## src/design/dtfg_defines.svh

```systemverilog
// Register offsets, field positions, reset values and counts of the tone generator
`ifndef DTFG_DEFINES_SVH
`define DTFG_DEFINES_SVH

// Register offsets
`define DTFG_ADDR_HIGH_FREQ  8'h11
`define DTFG_ADDR_LOW_FREQ   8'h12
`define DTFG_ADDR_CTRL       8'h13

// Control register field positions
`define DTFG_CTRL_MELODY_BIT 0
`define DTFG_CTRL_DIVIDE_BIT 1
`define DTFG_CTRL_CLKOUT_BIT 2

// Reset values
`define DTFG_FREQ_RESET      8'h00
`define DTFG_CTRL_RESET      3'h0

// Synthesizer counts
`define DTFG_PHASE_LAST      5'h16
`define DTFG_MELODY_HIGH     5'h0C
`define DTFG_DIVIDE_LAST     2'h2

// Low group gain, 2 dB down, as a fraction of 256
`define DTFG_LOW_GAIN        9'sh0CB

`endif

```

## src/design/dtfg_pkg.sv

```systemverilog
// Types shared by the tone generator files
package dtfg_pkg;

  // One register bus request
  typedef struct packed {
    logic       wr;
    logic       rd;
    logic [7:0] addr;
    logic [7:0] wdata;
  } reg_req_t;

  // Clock and melody control fields
  typedef struct packed {
    logic tone_clock_out_enable;
    logic tone_clock_div_by_three;
    logic melody_out_enable;
  } ctrl_t;

  // State shown by one sine synthesizer
  typedef struct packed {
    logic              running;
    logic [4:0]        phase;
    logic signed [7:0] sample;
  } synth_out_t;

endpackage

```

## src/design/tone_synth.sv

```systemverilog
// One sine synthesizer: divide-by-(value+2) prescaler and 23-step sine table
`timescale 1ns/1ps
`default_nettype none
`include "dtfg_defines.svh"

module tone_synth (
  input  wire logic              clock,
  input  wire logic              sys_rst,
  input  wire logic              tone_tick,
  input  wire logic [7:0]        freq_value,
  output dtfg_pkg::synth_out_t   synth_out
);

  logic [8:0]        pre_cnt_r;
  logic [4:0]        phase_r;
  logic [7:0]        value_r;
  logic signed [7:0] sample_r;
  logic              halted;
  logic              wrap;

  // Sine table, 23 steps over one period
  function automatic logic signed [7:0] sine_of(input logic [4:0] p);
    case (p)
      5'h00: sine_of = 8'sh00;  5'h01: sine_of = 8'sh22;
      5'h02: sine_of = 8'sh42;  5'h03: sine_of = 8'sh5D;
      5'h04: sine_of = 8'sh71;  5'h05: sine_of = 8'sh7C;
      5'h06: sine_of = 8'sh7F;  5'h07: sine_of = 8'sh78;
      5'h08: sine_of = 8'sh68;  5'h09: sine_of = 8'sh50;
      5'h0A: sine_of = 8'sh33;  5'h0B: sine_of = 8'sh11;
      5'h0C: sine_of = 8'shEF;  5'h0D: sine_of = 8'shCD;
      5'h0E: sine_of = 8'shB0;  5'h0F: sine_of = 8'sh98;
      5'h10: sine_of = 8'sh88;  5'h11: sine_of = 8'sh81;
      5'h12: sine_of = 8'sh84;  5'h13: sine_of = 8'sh8F;
      5'h14: sine_of = 8'shA3;  5'h15: sine_of = 8'shBE;
      5'h16: sine_of = 8'shDE;
      default: sine_of = 8'sh00;
    endcase
  endfunction

  assign halted = (freq_value == 8'h00);
  assign wrap   = (pre_cnt_r == ({1'b0, value_r} + 9'h001));

  // Prescaler and phase; the value is taken at each prescaler wrap
  // so a new setting never cuts a step short
  always_ff @(posedge clock) begin
    if (sys_rst || halted) begin
      pre_cnt_r <= 9'h000;
      phase_r   <= 5'h00;
      value_r   <= freq_value;
    end else if (tone_tick) begin
      if (wrap) begin
        pre_cnt_r <= 9'h000;
        value_r   <= freq_value;
        phase_r   <= (phase_r == `DTFG_PHASE_LAST) ? 5'h00 : phase_r + 5'h01;
      end else begin
        pre_cnt_r <= pre_cnt_r + 9'h001;
      end
    end
  end

  // Registered sample, silent while halted
  always_ff @(posedge clock) begin
    if (sys_rst || halted) begin
      sample_r <= 8'sh00;
    end else begin
      sample_r <= sine_of(phase_r);
    end
  end

  assign synth_out.running = !halted;
  assign synth_out.phase   = phase_r;
  assign synth_out.sample  = sample_r;

endmodule // tone_synth

`default_nettype wire

```

## src/design/dual_tone_frequency_generator.sv

```systemverilog
// Dual tone frequency generator core: registers, clock divider, melody and tone sum
//
// Operation
// - Melody high 12 of 23 tone steps
// - Melody frequency set only by high group
// - Melody works for high values down to 2
// - High sine keeps running during melody
// - Tone clock is crystal, or crystal/3
// - Clock pin carries tone clock when enabled
// - Each frequency register drives own synthesizer
// - Low sine scaled 2 dB below high
// - Both sines summed into one output
// - Zero value halts only its synthesizer
// - Both zero shuts generator off
// - Output frequency is clock over 23(x+2)
// - Melody enable bit 0 selects melody pin
// - Melody rests high when high value zero
// - Clock enable clear gives plain port line
// - Frequency registers write-only, control read-write
`timescale 1ns/1ps
`default_nettype none
`include "dtfg_defines.svh"

module dual_tone_frequency_generator (
  input  wire logic              clock,
  input  wire logic              sys_rst,
  input  wire dtfg_pkg::reg_req_t bus_req,
  output logic [7:0]             rd_data,
  input  wire logic              melody_port_latch,
  input  wire logic              tone_clock_port_latch,
  output logic                   melody_pin,
  output logic                   tone_clock_out_pin,
  output logic signed [9:0]      tone_sample,
  output logic                   tone_active
);

  ////////////////////////////////////////////////////////////////////////////
  // Declarations

  logic [7:0]            high_group_freq_reg_r;
  logic [7:0]            low_group_freq_reg_r;
  dtfg_pkg::ctrl_t       clock_melody_ctrl_reg_r;
  logic [7:0]            rd_data_r;
  logic [1:0]            div_cnt_r;
  logic [1:0]            div_cnt_nxt;
  logic                  div_phase_r;
  logic                  tone_clock_div_by_three;
  logic                  tone_clock_out_enable;
  logic                  melody_out_enable;
  logic                  gen_on;
  logic                  tone_tick;
  logic                  melody_level_nxt;
  logic                  melody_pin_r;
  logic signed [9:0]     tone_sample_r;
  logic signed [16:0]    low_prod;
  logic signed [7:0]     low_scaled;
  logic signed [9:0]     tone_sum_nxt;
  dtfg_pkg::synth_out_t  high_out;
  dtfg_pkg::synth_out_t  low_out;

  assign tone_clock_div_by_three = clock_melody_ctrl_reg_r.tone_clock_div_by_three;
  assign tone_clock_out_enable   = clock_melody_ctrl_reg_r.tone_clock_out_enable;
  assign melody_out_enable       = clock_melody_ctrl_reg_r.melody_out_enable;

  ////////////////////////////////////////////////////////////////////////////
  // Register writes

  // High group frequency, write-only
  always_ff @(posedge clock) begin
    if (sys_rst) begin
      high_group_freq_reg_r <= `DTFG_FREQ_RESET;
    end else if (bus_req.wr && bus_req.addr == `DTFG_ADDR_HIGH_FREQ) begin
      high_group_freq_reg_r <= bus_req.wdata;
    end
  end

  // Low group frequency, write-only
  always_ff @(posedge clock) begin
    if (sys_rst) begin
      low_group_freq_reg_r <= `DTFG_FREQ_RESET;
    end else if (bus_req.wr && bus_req.addr == `DTFG_ADDR_LOW_FREQ) begin
      low_group_freq_reg_r <= bus_req.wdata;
    end
  end

  // Clock and melody control; upper bits are not stored and read zero
  always_ff @(posedge clock) begin
    if (sys_rst) begin
      clock_melody_ctrl_reg_r <= `DTFG_CTRL_RESET;
    end else if (bus_req.wr && bus_req.addr == `DTFG_ADDR_CTRL) begin
      clock_melody_ctrl_reg_r.tone_clock_out_enable <= bus_req.wdata[`DTFG_CTRL_CLKOUT_BIT];
      clock_melody_ctrl_reg_r.tone_clock_div_by_three <= bus_req.wdata[`DTFG_CTRL_DIVIDE_BIT];
      clock_melody_ctrl_reg_r.melody_out_enable <= bus_req.wdata[`DTFG_CTRL_MELODY_BIT];
    end
  end

  ////////////////////////////////////////////////////////////////////////////
  // Register reads

  // Only the control register reads back; write-only and unmapped read zero
  always_ff @(posedge clock) begin
    if (sys_rst) begin
      rd_data_r <= 8'h00;
    end else if (bus_req.rd && bus_req.addr == `DTFG_ADDR_CTRL) begin
      rd_data_r <= {5'h00, clock_melody_ctrl_reg_r};
    end else begin
      rd_data_r <= 8'h00;
    end
  end

  assign rd_data = rd_data_r;

  ////////////////////////////////////////////////////////////////////////////
  // Tone clock divider

  // Free running modulo-3 count; it also shapes the clock output pin
  assign div_cnt_nxt = (div_cnt_r == `DTFG_DIVIDE_LAST) ? 2'h0 : div_cnt_r + 2'h1;

  always_ff @(posedge clock) begin
    if (sys_rst) begin
      div_cnt_r <= 2'h0;
    end else begin
      div_cnt_r <= div_cnt_nxt;
    end
  end

  // Registered divided clock level, high one crystal cycle in three
  always_ff @(posedge clock) begin
    if (sys_rst) begin
      div_phase_r <= 1'b0;
    end else begin
      div_phase_r <= (div_cnt_nxt == 2'h0);
    end
  end

  // Generator power gate: ticks stop when both values are zero
  assign gen_on    = (high_group_freq_reg_r != 8'h00)
                  || (low_group_freq_reg_r != 8'h00);
  assign tone_tick = gen_on
                  && (!tone_clock_div_by_three || div_cnt_r == 2'h0);

  ////////////////////////////////////////////////////////////////////////////
  // Synthesizers

  // One synthesizer per frequency register
  tone_synth u_high_synth (
    .clock      (clock),
    .sys_rst    (sys_rst),
    .tone_tick  (tone_tick),
    .freq_value (high_group_freq_reg_r),
    .synth_out  (high_out)
  );

  tone_synth u_low_synth (
    .clock      (clock),
    .sys_rst    (sys_rst),
    .tone_tick  (tone_tick),
    .freq_value (low_group_freq_reg_r),
    .synth_out  (low_out)
  );

  ////////////////////////////////////////////////////////////////////////////
  // Tone sum

  // Low group times 203/256, about 2 dB down; no rounding, a small bias
  // is below the filter's resolution
  assign low_prod   = low_out.sample * `DTFG_LOW_GAIN;
  assign low_scaled = low_prod[15:8];
  assign tone_sum_nxt = {{2{high_out.sample[7]}}, high_out.sample}
                      + {{2{low_scaled[7]}}, low_scaled};

  // Summed sample; it keeps running alongside the melody square wave
  always_ff @(posedge clock) begin
    if (sys_rst || !gen_on) begin
      tone_sample_r <= 10'sh000;
    end else begin
      tone_sample_r <= tone_sum_nxt;
    end
  end

  assign tone_sample = tone_sample_r;
  assign tone_active = gen_on;

  ////////////////////////////////////////////////////////////////////////////
  // Melody output

  // Square wave from the high group phase only; no filter limits its range
  always_comb begin
    if (!melody_out_enable) begin
      melody_level_nxt = melody_port_latch;
    end else if (high_group_freq_reg_r == 8'h00) begin
      melody_level_nxt = 1'b1;
    end else begin
      melody_level_nxt = (high_out.phase < `DTFG_MELODY_HIGH);
    end
  end

  always_ff @(posedge clock) begin
    if (sys_rst) begin
      melody_pin_r <= 1'b1;
    end else begin
      melody_pin_r <= melody_level_nxt;
    end
  end

  assign melody_pin = melody_pin_r;

  ////////////////////////////////////////////////////////////////////////////
  // Tone clock output

  // At divide-by-one the crystal itself goes out; a flop cannot toggle at
  // the full crystal rate, so the clock is muxed here on purpose
  always_comb begin
    if (!tone_clock_out_enable) begin
      tone_clock_out_pin = tone_clock_port_latch;
    end else if (tone_clock_div_by_three) begin
      tone_clock_out_pin = div_phase_r;
    end else begin
      tone_clock_out_pin = clock;
    end
  end

  ////////////////////////////////////////////////////////////////////////////
  // Assertions

  a_div_one_tick: assert property (
    @(posedge clock) disable iff (sys_rst)
    (gen_on && !tone_clock_div_by_three) |-> tone_tick)
    else $error("tone tick missing at divide by one");

  a_div_three_gap: assert property (
    @(posedge clock) disable iff (sys_rst)
    (tone_tick && tone_clock_div_by_three)
    |=> (!tone_tick || !tone_clock_div_by_three)
        ##1 (!tone_tick || !tone_clock_div_by_three))
    else $error("tone tick too close at divide by three");

  a_shutdown_off: assert property (
    @(posedge clock) disable iff (sys_rst)
    (high_group_freq_reg_r == 8'h00 && low_group_freq_reg_r == 8'h00)
    |-> (!tone_tick && !tone_active) ##1 (tone_sample == 10'sh000))
    else $error("generator still running with both values zero");

  a_melody_rest_high: assert property (
    @(posedge clock) disable iff (sys_rst)
    (melody_out_enable && high_group_freq_reg_r == 8'h00) |=> melody_pin)
    else $error("melody pin not high with zero high value");

  a_melody_port_mode: assert property (
    @(posedge clock) disable iff (sys_rst)
    !melody_out_enable |=> (melody_pin == $past(melody_port_latch)))
    else $error("melody pin does not follow port latch");

  a_melody_duty: assert property (
    @(posedge clock) disable iff (sys_rst)
    (melody_out_enable && high_group_freq_reg_r != 8'h00)
    |=> (melody_pin == ($past(high_out.phase) < 5'h0C)))
    else $error("melody level wrong for phase step");

  a_clock_port_mode: assert property (
    @(posedge clock) disable iff (sys_rst)
    !tone_clock_out_enable |-> (tone_clock_out_pin == tone_clock_port_latch))
    else $error("clock pin does not follow port latch");

  a_clock_div_level: assert property (
    @(posedge clock) disable iff (sys_rst)
    (tone_clock_out_enable && tone_clock_div_by_three)
    |-> (tone_clock_out_pin == (div_cnt_r == 2'h0)))
    else $error("divided clock out of step");

  a_high_halt: assert property (
    @(posedge clock) disable iff (sys_rst)
    (high_group_freq_reg_r == 8'h00 && low_group_freq_reg_r != 8'h00)
    |-> low_out.running ##1 (high_out.sample == 8'sh00))
    else $error("zero high value did not halt only its synthesizer");

  a_low_halt: assert property (
    @(posedge clock) disable iff (sys_rst)
    (low_group_freq_reg_r == 8'h00 && high_group_freq_reg_r != 8'h00)
    |-> high_out.running ##1 (low_out.sample == 8'sh00))
    else $error("zero low value did not halt only its synthesizer");

  a_high_runs: assert property (
    @(posedge clock) disable iff (sys_rst)
    (melody_out_enable && high_group_freq_reg_r != 8'h00)
    |-> high_out.running && tone_active)
    else $error("high sine stopped during melody");

  a_tone_sum: assert property (
    @(posedge clock) disable iff (sys_rst)
    gen_on |=> (tone_sample == $past(tone_sum_nxt)))
    else $error("tone sum not registered");

  a_read_ctrl: assert property (
    @(posedge clock) disable iff (sys_rst)
    (bus_req.rd && bus_req.addr == 8'h13)
    |=> (rd_data == {5'h00, $past(clock_melody_ctrl_reg_r)}))
    else $error("control read data wrong");

  a_read_wo_zero: assert property (
    @(posedge clock) disable iff (sys_rst)
    (bus_req.rd && (bus_req.addr == 8'h11 || bus_req.addr == 8'h12))
    |=> (rd_data == 8'h00))
    else $error("write-only register read nonzero");

  a_high_write: assert property (
    @(posedge clock) disable iff (sys_rst)
    (bus_req.wr && bus_req.addr == 8'h11)
    |=> (high_group_freq_reg_r == $past(bus_req.wdata)))
    else $error("high group value not stored");

  a_low_write: assert property (
    @(posedge clock) disable iff (sys_rst)
    (bus_req.wr && bus_req.addr == 8'h12)
    |=> (low_group_freq_reg_r == $past(bus_req.wdata)))
    else $error("low group value not stored");

  a_ctrl_write: assert property (
    @(posedge clock) disable iff (sys_rst)
    (bus_req.wr && bus_req.addr == 8'h13)
    |=> ({tone_clock_out_enable, tone_clock_div_by_three, melody_out_enable}
         == $past(bus_req.wdata[2:0])))
    else $error("control bits not stored");

  a_phase_range: assert property (
    @(posedge clock) disable iff (sys_rst)
    (high_out.phase <= 5'h16 && low_out.phase <= 5'h16))
    else $error("phase step beyond last of 23");

  a_phase_step: assert property (
    @(posedge clock) disable iff (sys_rst)
    (high_out.phase != $past(high_out.phase))
    |-> (high_out.phase == 5'h00 || high_out.phase == $past(high_out.phase) + 5'h01))
    else $error("high phase skipped a step");

  // Scaled low sample must always sit closer to zero than the raw one
  a_low_gain: assert property (
    @(posedge clock) disable iff (sys_rst)
    (low_out.sample != 8'sh00)
    |-> ((low_out.sample > 8'sh00) ? (low_scaled < low_out.sample)
                                    : (low_scaled > low_out.sample)))
    else $error("low group sample not attenuated");

endmodule // dual_tone_frequency_generator

`default_nettype wire

```

## config.mk

```make
export PLATFORM = sky130hd
export DESIGN_NAME = dual_tone_frequency_generator
export DESIGN_NICKNAME = d
export VERILOG_FILES = /design/src/design/dtfg_pkg.sv /design/src/design/tone_synth.sv /design/src/design/dual_tone_frequency_generator.sv
export VERILOG_INCLUDE_DIRS = /design/src /design/src/design
export SDC_FILE = /design/constraint.sdc
export NUM_CORES = 1
export LEC_CHECK = 0
export BUFFER_PORTS_ARGS = -buffer_cell sky130_fd_sc_hd__buf_4
export CELL_PAD_IN_SITES_DETAIL_PLACEMENT = 1
export CELL_PAD_IN_SITES_GLOBAL_PLACEMENT = 2
export CORE_AREA = 3 3 129 131
export DETAILED_ROUTE_END_ITERATION = 10
export DIE_AREA = 0 0 132 134
export HOLD_SLACK_MARGIN = 0.08
export PLACE_DENSITY = 0.88
export SKIP_CTS_REPAIR_TIMING = 1
export SLEW_MARGIN = 20
export SYNTH_ARGS = -nofsm -noshare
export SYNTH_HDL_FRONTEND = slang
export SYNTH_HIERARCHICAL = 1
export SYNTH_SLANG_ARGS = --single-unit
```

## constraint.sdc

```tcl
create_clock -name clock -period 7.5 [get_ports clock]
set_input_delay 1.875 -clock clock [delete_from_list [all_inputs] [get_ports clock]]
set_output_delay 1.875 -clock clock [all_outputs]
set_load 0.05 [all_outputs]
```

==> results of run 1 <==
logic make-up after synthesis:
| family | synth area share |
|---|---|
| AND/OR/NAND/NOR | 0.185 |
| AO/OA/AOI/OAI | 0.144 |
| flip-flops | 0.318 |
| adder cells (fa/ha/maj) | 0.194 |
| buffers and inverters | 0.0543 |
| XOR/XNOR | 0.0618 |
| multiplexers | 0.0433 |
| other | 0.000579 |
power by group through the flow:
stage | logic [mW] | clock network, mW | registers [mW]
after global routing | 0.0306 | 0.654 | 0.520
final | 0.0285 | 0.618 | 0.520
after floorplan | 0.0159 | 0.00404 | 0.532
after global placement | 0.0279 | 0.00443 | 0.532
after CTS | 0.0287 | 0.634 | 0.520
after detailed placement | 0.0286 | 0.00443 | 0.532
state kept, by name (all words and copies together) (netlist names):
signal                   count
u_low_synth/phase_r          5
rd_data                      3
u_low_synth/pre_cnt_r        9
u_high_synth/value_r         8
melody_out_enable            1
div_phase_r                  1
u_high_synth/phase_r         5
high_group_freq_reg_r        8
u_high_synth/pre_cnt_r       9
tone_clock_out_enable        1
u_high_synth/sample_r        8
low_group_freq_reg_r         8
u_low_synth/sample_r         8
u_low_synth/value_r          8
div_cnt_r                    2
tone_sample                  9
tone_clock_div_by_three      1
melody_pin                   1
worst min-delay path by stage:
| stage | from | end | slack [ns] | cells past startpoint |
|---|---|---|---|---|
| floorplan | div_cnt_r[0] | div_cnt_r[0] | 0.41 | 1 |
| CTS | div_cnt_r[0] | div_cnt_r[0] | 0.46 | 1 |
| global route | div_cnt_r[0] | div_cnt_r[0] | 0.49 | 1 |
| global placement | div_cnt_r[0] | div_cnt_r[0] | 0.41 | 1 |
| finish | div_cnt_r[0] | div_cnt_r[0] | 0.46 | 1 |
| detailed placement | div_cnt_r[0] | div_cnt_r[0] | 0.44 | 1 |
layout by cell type, fill, tap and decap left out, types with 4 or more instances in the layout:
cell / instances
inv_1: 53
edfxtp_1: 16
a31oi_1: 14
o31ai_1: 5
o21ai_0: 17
nor4_1: 12
mux2i_1: 28
nor3_1: 16
a21oi_1: 41
dfxtp_1: 79
a211o_1: 4
buf_4: 38
xor2_1: 24
or3_1: 4
o22ai_1: 4
fa_1: 12
nand2b_1: 11
or4_1: 4
nand3b_1: 4
clkbuf_16: 12
nand2_1: 45
and3_1: 6
a211oi_1: 9
nor2_1: 78
ha_1: 81
nand4_1: 9
nand3_1: 23
conb_1: 5
and2_1: 5
a21o_1: 4
xnor2_1: 19
nor2b_1: 6
o21a_1: 4
layer usage:
| layer | wire length (um) | GRT usage | vias to the layer above |
|---|---|---|---|
| met2 | 8300 | 0.340 | 67 |
| met5 | 0 | 0 | - |
| met4 | 199 | 0.0467 | 0 |
| met3 | 401 | 0.0356 | 19 |
| met1 | 7340 | 0.227 | 2624 |
| li1 | - | - | 2591 |
stage by stage:
step | worst slack (ns) | cells | util | power [mW] | cell area (um^2)
after CTS | 1.15 | 967 | 0.466 | 1.18 | 7320
after floorplan | 1.46 | 722 | - | 0.552 | 6490
final | 1.18 | 967 | 0.467 | 1.17 | 7330
after global routing | 1.16 | 967 | 0.467 | 1.20 | 7330
after global placement | 1.51 | 948 | 0.439 | 0.564 | 6900
after detailed placement | 1.51 | 948 | 0.439 | 0.565 | 6900
area by class of cell:
| type | instances | share of cell area |
|---|---|---|
| timing repair buffer | 37 | 0.0379 |
| sequential | 95 | 0.281 |
| multi-input combinational | 544 | 0.558 |
| clock inverter | 7 | 0.0164 |
| clock buffer | 13 | 0.0420 |
| tap | 216 | 0.0369 |
| inverter | 55 | 0.0282 |
==> flow_summary.json, run 1 <==
{
  "crit_chain": "clkbuf_16, clkbuf_16, mux2i_1, a21oi_1, buf_4",
  "p_int_mw": 0.927,
  "synth_top_area_frac": 0.244,
  "gp_congestion": 0.868,
  "cp_slowest_cell": "buf_4",
  "crit_family": "buffers and inverters",
  "netlist_area_um2": 6480,
  "clockPowerShare": 0.530,
  "first_pass_iters": 4,
  "grt_pass1_wl_um": 27400,
  "hold_ws_ns": 0.456,
  "hold_path.class": "flop to flop",
  "syn_avg_cell_area_um2": 9.02,
  "setup_viol": 0,
  "synthArstFlopShare": 0,
  "syn_to_final_growth_pct": 13.2,
  "max_stage_delay_ns": 0.19,
  "ys.warnings.count": 6,
  "die_h_um": 134,
  "grt_overflow": 0,
  "wirelength_um": 16200,
  "critPathMostFrequentCell": "clkbuf_16",
  "via_per_inst": 5.48,
  "finalSetupTns_ns": 0,
  "rsz0062_at_grt": "false",
  "grt_antenna_before_repair": 0,
  "regArea_um2": 2060,
  "power.share.sequential": 0.446,
  "synth_edf_count": 16,
  "p_comb_frac": 0.024,
  "r2r_end": "tone_sample[7]",
  "leakage_nw": 3.29,
  "switching_share": 0.205,
  "vdd_drop_max_mv": 0.140,
  "maxCapViolCount": 0,
  "remaining_drc_errors": 0,
  "die_w_um": 132,
  "cp-startpoint": "clock",
  "yosysMostFrequentCell": "ha_1",
  "slew_violations": 0,
  "wl_per_cell_um": 16.8,
  "synth_common_cells": "ha_1 (81), dfxtp_1 (79), nor2_1 (78)",
  "critPathRequiredTime_ns": 5.62,
  "cts_tree": "yes",
  "grt_pass1_vias": 5644,
  "synth.area.top_cells": "dfxtp_1 (24%), ha_1 (16%), edfxtp_1 (7.4%), nor2_1 (4.5%), mux2i_1 (4.3%)",
  "ys_ff_latch": 95,
  "pwr_density_cell_nw_per_um2": 159,
  "worst_slew_pin_slew_ns": 1.01,
  "port_buffers": 37,
  "die_area_um2": 17700,
  "detailedPlacementHpwl_um": 12200,
  "start_util": 0.412,
  "num_antenna_cells": 0,
  "crit_arrival_ns": 4.44,
  "reg2reg_depth": 18,
  "yosysTopAreaCell": "dfxtp_1",
  "grt_max_degree": 29,
  "crit_fanout": 2,
  "netlist_instances": 718,
  "final.fill_count": 1815,
  "start_kind": "clock port",
  "p_sw_mw": 0.240,
  "worstSetupPathDepth": 5,
  "endpoint_kind": "output pin",
  "drive_above_1_share": 0.0999,
  "clk_latency_ns": 0.46,
  "grt_use_total": 0.187,
  "relSlewSlack": 0.323,
  "yosysUniqueCellTypes": 74,
  "vias": 5301,
  "crit_end": "tone_clock_out_pin",
  "path_clk_slew_ns": 0.07,
  "coreArea_um2": 15700,
  "hold_viol": 0,
  "fin_worst_skew_ns": 0.00677,
  "drtAntennaViolNets": 0,
  "regToRegSetupSlack_ns": 2.85,
  "drt_iter0_drc": 205,
  "worstSetupPathType": "clock port to output pin",
  "num-nets-final": 861,
  "ys.flop_type": "dfxtp_1",
  "multi_input_area_um2": 4090,
  "fp-row-count": 46,
  "timing.critical_path.buf_inv": 3,
  "ys_seq_area_frac": 0.318,
  "io_pins": 43,
  "status": "finished clean",
  "worstReg2RegStart": "u_low_synth/sample_r[5]"
}
Power figures use the tool's default switching activity.
==> run 2, diff against run 1 <==
ABC_AREA = 1   (was not set)
CORE_AREA = 3 3 152 154   (was 3 3 129 131)
DIE_AREA = 0 0 155 157   (was 0 0 132 134)
PLACE_DENSITY = 0.79   (was 0.88)
clock period = 5.6 ns   (was 7.5 ns; I/O delays follow)
==> run 2 against run 1 <==
  * Routed wire length is 6.6% higher
  * Critical path depth stayed put
  * Design area rose by 7.8%
  * Utilization is 10 points lower
  * Combinational power increased by 95%
  * Area after synthesis grew 7.6%
  * Sequential power grew 34%
  * Register-to-register slack got worse by 1.6 ns
  * Clock skew is 0.0041 ns higher
  * Sequential cell count is the same
  * Non-clock buffer count is 1 higher
  * Die area increased by 38%
  * Critical path type unchanged
  * Critical endpoint unchanged
==> flow_summary.json, run 2 <==
{
  "stdcell_count": 1291,
  "first_pass_iters": 5,
  "fp-row-count": 54,
  "hold_viol": 0,
  "grt_overflow": 0,
  "ys.warnings.count": 6,
  "num-nets-final": 1121,
  "die_w_um": 155,
  "slew_violations": 0,
  "dpl_cell_area_um2": 7520,
  "coreArea_um2": 21800,
  "critPathRequiredTime_ns": 4.20,
  "remaining_drc_errors": 0,
  "hold_ws_ns": 0.459,
  "place_inst": 1272,
  "die_area_um2": 24300,
  "vdd_drop_max_mv": 0.113,
  "final_util": 0.362,
  "grt_antenna_before_repair": 0,
  "grt_pass1_wl_um": 30000,
  "vias": 6030,
  "worstSetupPathType": "clock port to output pin",
  "crit_fanout": 2,
  "gp_congestion": 0.813,
  "maxCapViolCount": 0,
  "grt_max_degree": 23,
  "relSlewSlack": 0.475,
  "io_pins": 43,
  "wirelength_um": 17300,
  "worst_slew_pin_slew_ns": 0.782,
  "port_buffers": 37,
  "syn_to_final_growth_pct": 13.4,
  "cts_tree": "yes",
  "leakage_nw": 3.77,
  "status": "finished clean",
  "drive_above_1_share": 0.113,
  "clk_latency_ns": 0.46,
  "drtAntennaViolNets": 0,
  "num_antenna_cells": 0,
  "cp_slowest_cell": "buf_4",
  "finalPower_mw": 1.50,
  "start_kind": "clock port",
  "pwr_density_cell_nw_per_um2": 190,
  "finalSetupTns_ns": 0,
  "drt_iter0_drc": 225,
  "crit_chain": "clkbuf_16, clkbuf_16, o21ai_0, o21ai_0, buf_4",
  "wl_per_cell_um": 13.4,
  "netlist_instances": 965,
  "rsz0062_at_grt": "false",
  "layout_commonest_cell": "nand2_1",
  "fin_worst_skew_ns": 0.0109,
  "pre_cts_slack_ns": 1.03,
  "layout_common_cells": "nand2_1 (238), inv_1 (132), nor2_1 (131)",
  "endpoint_kind": "output pin",
  "netlist_area_um2": 6970,
  "die_h_um": 157,
  "detailedPlacementHpwl_um": 13900,
  "syn_avg_cell_area_um2": 7.22,
  "setup_viol": 0,
  "hold_path.class": "flop to flop",
  "start_util": 0.319,
  "path_clk_slew_ns": 0.07,
  "via_per_inst": 4.67,
  "grt_use_total": 0.150,
  "crit_arrival_ns": 3.54,
  "max_stage_delay_ns": 0.23,
  "setup_ws_ns": 0.664,
  "grt_pass1_vias": 6230,
  "design_area_um2": 7910
}
[run 2: changes by cell type in the layout (fill, tap and decap cells not counted), sizes merged, moves of 8 or more]
cell	delta
nand2	+209
inv	+88
nor2	+65
nand3	+51
mux2i	-28
a31oi	-13
xnor2	-13
nand2b	-11
xor2	-10
a211oi	-9
nor3	-8
[run 2: area by class of cell]
type	count	area (um^2)
well taps	280	350
fillers	2738	13900
repair buffers	38	285
clock inverters	7	81.3
clock buffers	13	308
flip-flops and latches	95	2060
inverters	144	541
multi-input cells	714	4280
[run 2: path summary, 6_finish.rpt]
kind	cells after the start	endpoint	from	slack [ns]
worst max-delay path	5	tone_clock_out_pin	clock	0.66
worst min-delay path	1	div_cnt_r[0]	div_cnt_r[0]	0.46
worst max register to register	21	tone_sample[8]	u_low_synth/sample_r[5]	1.28
worst min register to register	1	div_cnt_r[0]	div_cnt_r[0]	0.46
[run 2: metal layers]
layer  routed length (um)  GRT usage
met5                    0          0
met4                  296     0.0530
met3                  541     0.0236
met2                 7720      0.242
met1                 8750      0.204
[run 2: report_power, final]
group,switching (mW),internal [mW]
Clock,0.304,0.444
Sequential,0.00263,0.695
Combinational,0.0369,0.0187
[run 2: worst max-delay path: cells and delay by family]
| family | cells | cell delay [ns] |
|---|---|---|
| buffers and inverters | 3 | 0.47 |
| AO/OA/AOI/OAI | 2 | 0.26 |
==> run 3, diff against run 2 <==
ABC_AREA = 0   (was 1)
CORE_AREA = 3 3 141 143   (was 3 3 152 154)
DIE_AREA = 0 0 144 146   (was 0 0 155 157)
SLEW_MARGIN = not set   (was 20)
==> run 3 against run 2 <==
  * Utilization up 2.8 points
  * Combinational power down 31%
  * Sequential share of layout area up 2.2 points
  * Non-clock buffer count down 1
  * Design area down 7.8%
  * Count of clock-buffer cells in the layout unchanged
  * Final cell count down 24%
  * Worst hold slack worse by 0.012 ns
  * Critical path depth unchanged
  * Sequential power about the same
  * Power down 3.5%
  * Clock skew up 0.00058 ns
  * Critical endpoint unchanged
  * Largest cell class unchanged
  * Highest routed layer unchanged
==> flow_summary.json, run 3 (synthesis gave the netlist of run 1 again) <==
{
  "status": "finished clean",
  "final.fill_count": 2165,
  "via_per_inst": 5.26,
  "pwr_density_cell_nw_per_um2": 199,
  "regArea_um2": 2060,
  "relSlewSlack": 0.294,
  "maxCapViolCount": 0,
  "cp-startpoint": "clock",
  "drive_above_1_share": 0.0999,
  "crit_fanout": 2,
  "vdd_drop_max_mv": 0.143,
  "grt_overflow": 0,
  "crit_end": "tone_clock_out_pin",
  "first_pass_iters": 4,
  "detailedPlacementHpwl_um": 12200,
  "port_buffers": 37,
  "io_pins": 43,
  "holdCritStartpoint": "div_cnt_r[0]",
  "regToRegSetupSlack_ns": 1.03,
  "multi_input_area_um2": 4080,
  "critPathRequiredTime_ns": 4.20,
  "stdcell_count": 985,
  "num_antenna_cells": 0,
  "die_w_um": 144,
  "worstReg2RegStart": "u_low_synth/sample_r[5]",
  "r2r_end": "tone_sample[7]",
  "crit_arrival_ns": 3.58,
  "rsz0062_at_grt": "false",
  "grt_pass1_wl_um": 26900,
  "fp-row-count": 50,
  "worstSetupPathType": "clock port to output pin",
  "drtAntennaViolNets": 0,
  "clk_latency_ns": 0.47,
  "finalPower_mw": 1.45,
  "grt_max_degree": 29,
  "cts_tree": "yes",
  "die_area_um2": 21000,
  "leakage_nw": 3.26,
  "path_clk_slew_ns": 0.07,
  "worst_slew_pin_slew_ns": 1.05,
  "gp_congestion": 0.827,
  "fin_worst_skew_ns": 0.0115,
  "drt_iter0_drc": 209,
  "setup_viol": 0,
  "vias": 5177,
  "die_h_um": 146,
  "coreArea_um2": 18700,
  "finalSetupTns_ns": 0,
  "dpl_cell_area_um2": 6930,
  "place_inst": 966,
  "wl_per_cell_um": 16.1,
  "layout_commonest_cell": "ha_1",
  "reg2reg_depth": 18,
  "design_area_um2": 7290,
  "grt_pass1_vias": 5523,
  "hold_viol": 0,
  "endpoint_kind": "output pin",
  "hold_path.class": "flop to flop",
  "slew_violations": 0,
  "remaining_drc_errors": 0,
  "syn_to_final_growth_pct": 12.6,
  "grt_use_total": 0.156,
  "wirelength_um": 15800,
  "start_kind": "clock port",
  "grt_antenna_before_repair": 0,
  "layout_common_cells": "ha_1 (81), dfxtp_1 (79), nor2_1 (78)",
  "num-nets-final": 861,
  "start_util": 0.346
}
-- run 3: cell count changes in the layout (fill, tap and decap cells not counted), sizes merged, moves of 13 or more --
cell and delta:
inv -87, a31oi +13, mux2i +28, nor2 -65
xnor2 +13, nand3 -51, nand2 -209
-- run 3: report_power, final --
group	internal (mW)	switching (mW)	leakage (nW)
combinational	0.0149	0.0233	2.24
clock	0.404	0.311	0.186
sequential	0.694	0.00216	0.834
-- run 3: how the worst min path moves through the flow --
stage,end,slack [ns],cells past startpoint
global placement,div_cnt_r[0],0.42,1
global route,div_cnt_r[0],0.49,1
detailed placement,div_cnt_r[0],0.44,1
floorplan,div_cnt_r[0],0.41,1
CTS,div_cnt_r[0],0.45,1
finish,div_cnt_r[0],0.45,1
-- run 3: area by class of cell --
cell class | count | share of cell area
clock buffers | 13 | 0.0422
clock inverters | 7 | 0.00909
inverters | 55 | 0.0283
multi-input cells | 544 | 0.559
flip-flops and latches | 95 | 0.283
well taps | 234 | 0.0402
repair buffers | 37 | 0.0381
-- run 3: through the flow --
step | util | setup slack, ns | hold WS, ns
finish | 0.390 | 0.624 | 0.447
global route | 0.390 | 0.552 | 0.487
CTS | 0.390 | 0.549 | 0.447
detailed placement | 0.370 | 1.02 | 0.436
global placement | 0.370 | 1.03 | 0.418
floorplan | - | 0.981 | 0.406
-- run 3: routing by layer --
| metal | GRT usage | vias up | share of wire |
|---|---|---|---|
| met5 | 0 | - | 0 |
| met4 | 0.0461 | 0 | 0.016 |
| met3 | 0.0391 | 24 | 0.028 |
| met2 | 0.257 | 58 | 0.49 |
| met1 | 0.200 | 2498 | 0.47 |
| li1 | - | 2597 | - |
-- run 3: critical path, stage by stage --
cell and delay, ns:
clkbuf_16 0.12, clkbuf_16 0.13, mux2i_1 0.22, a21oi_1 0.11, buf_4 0.20
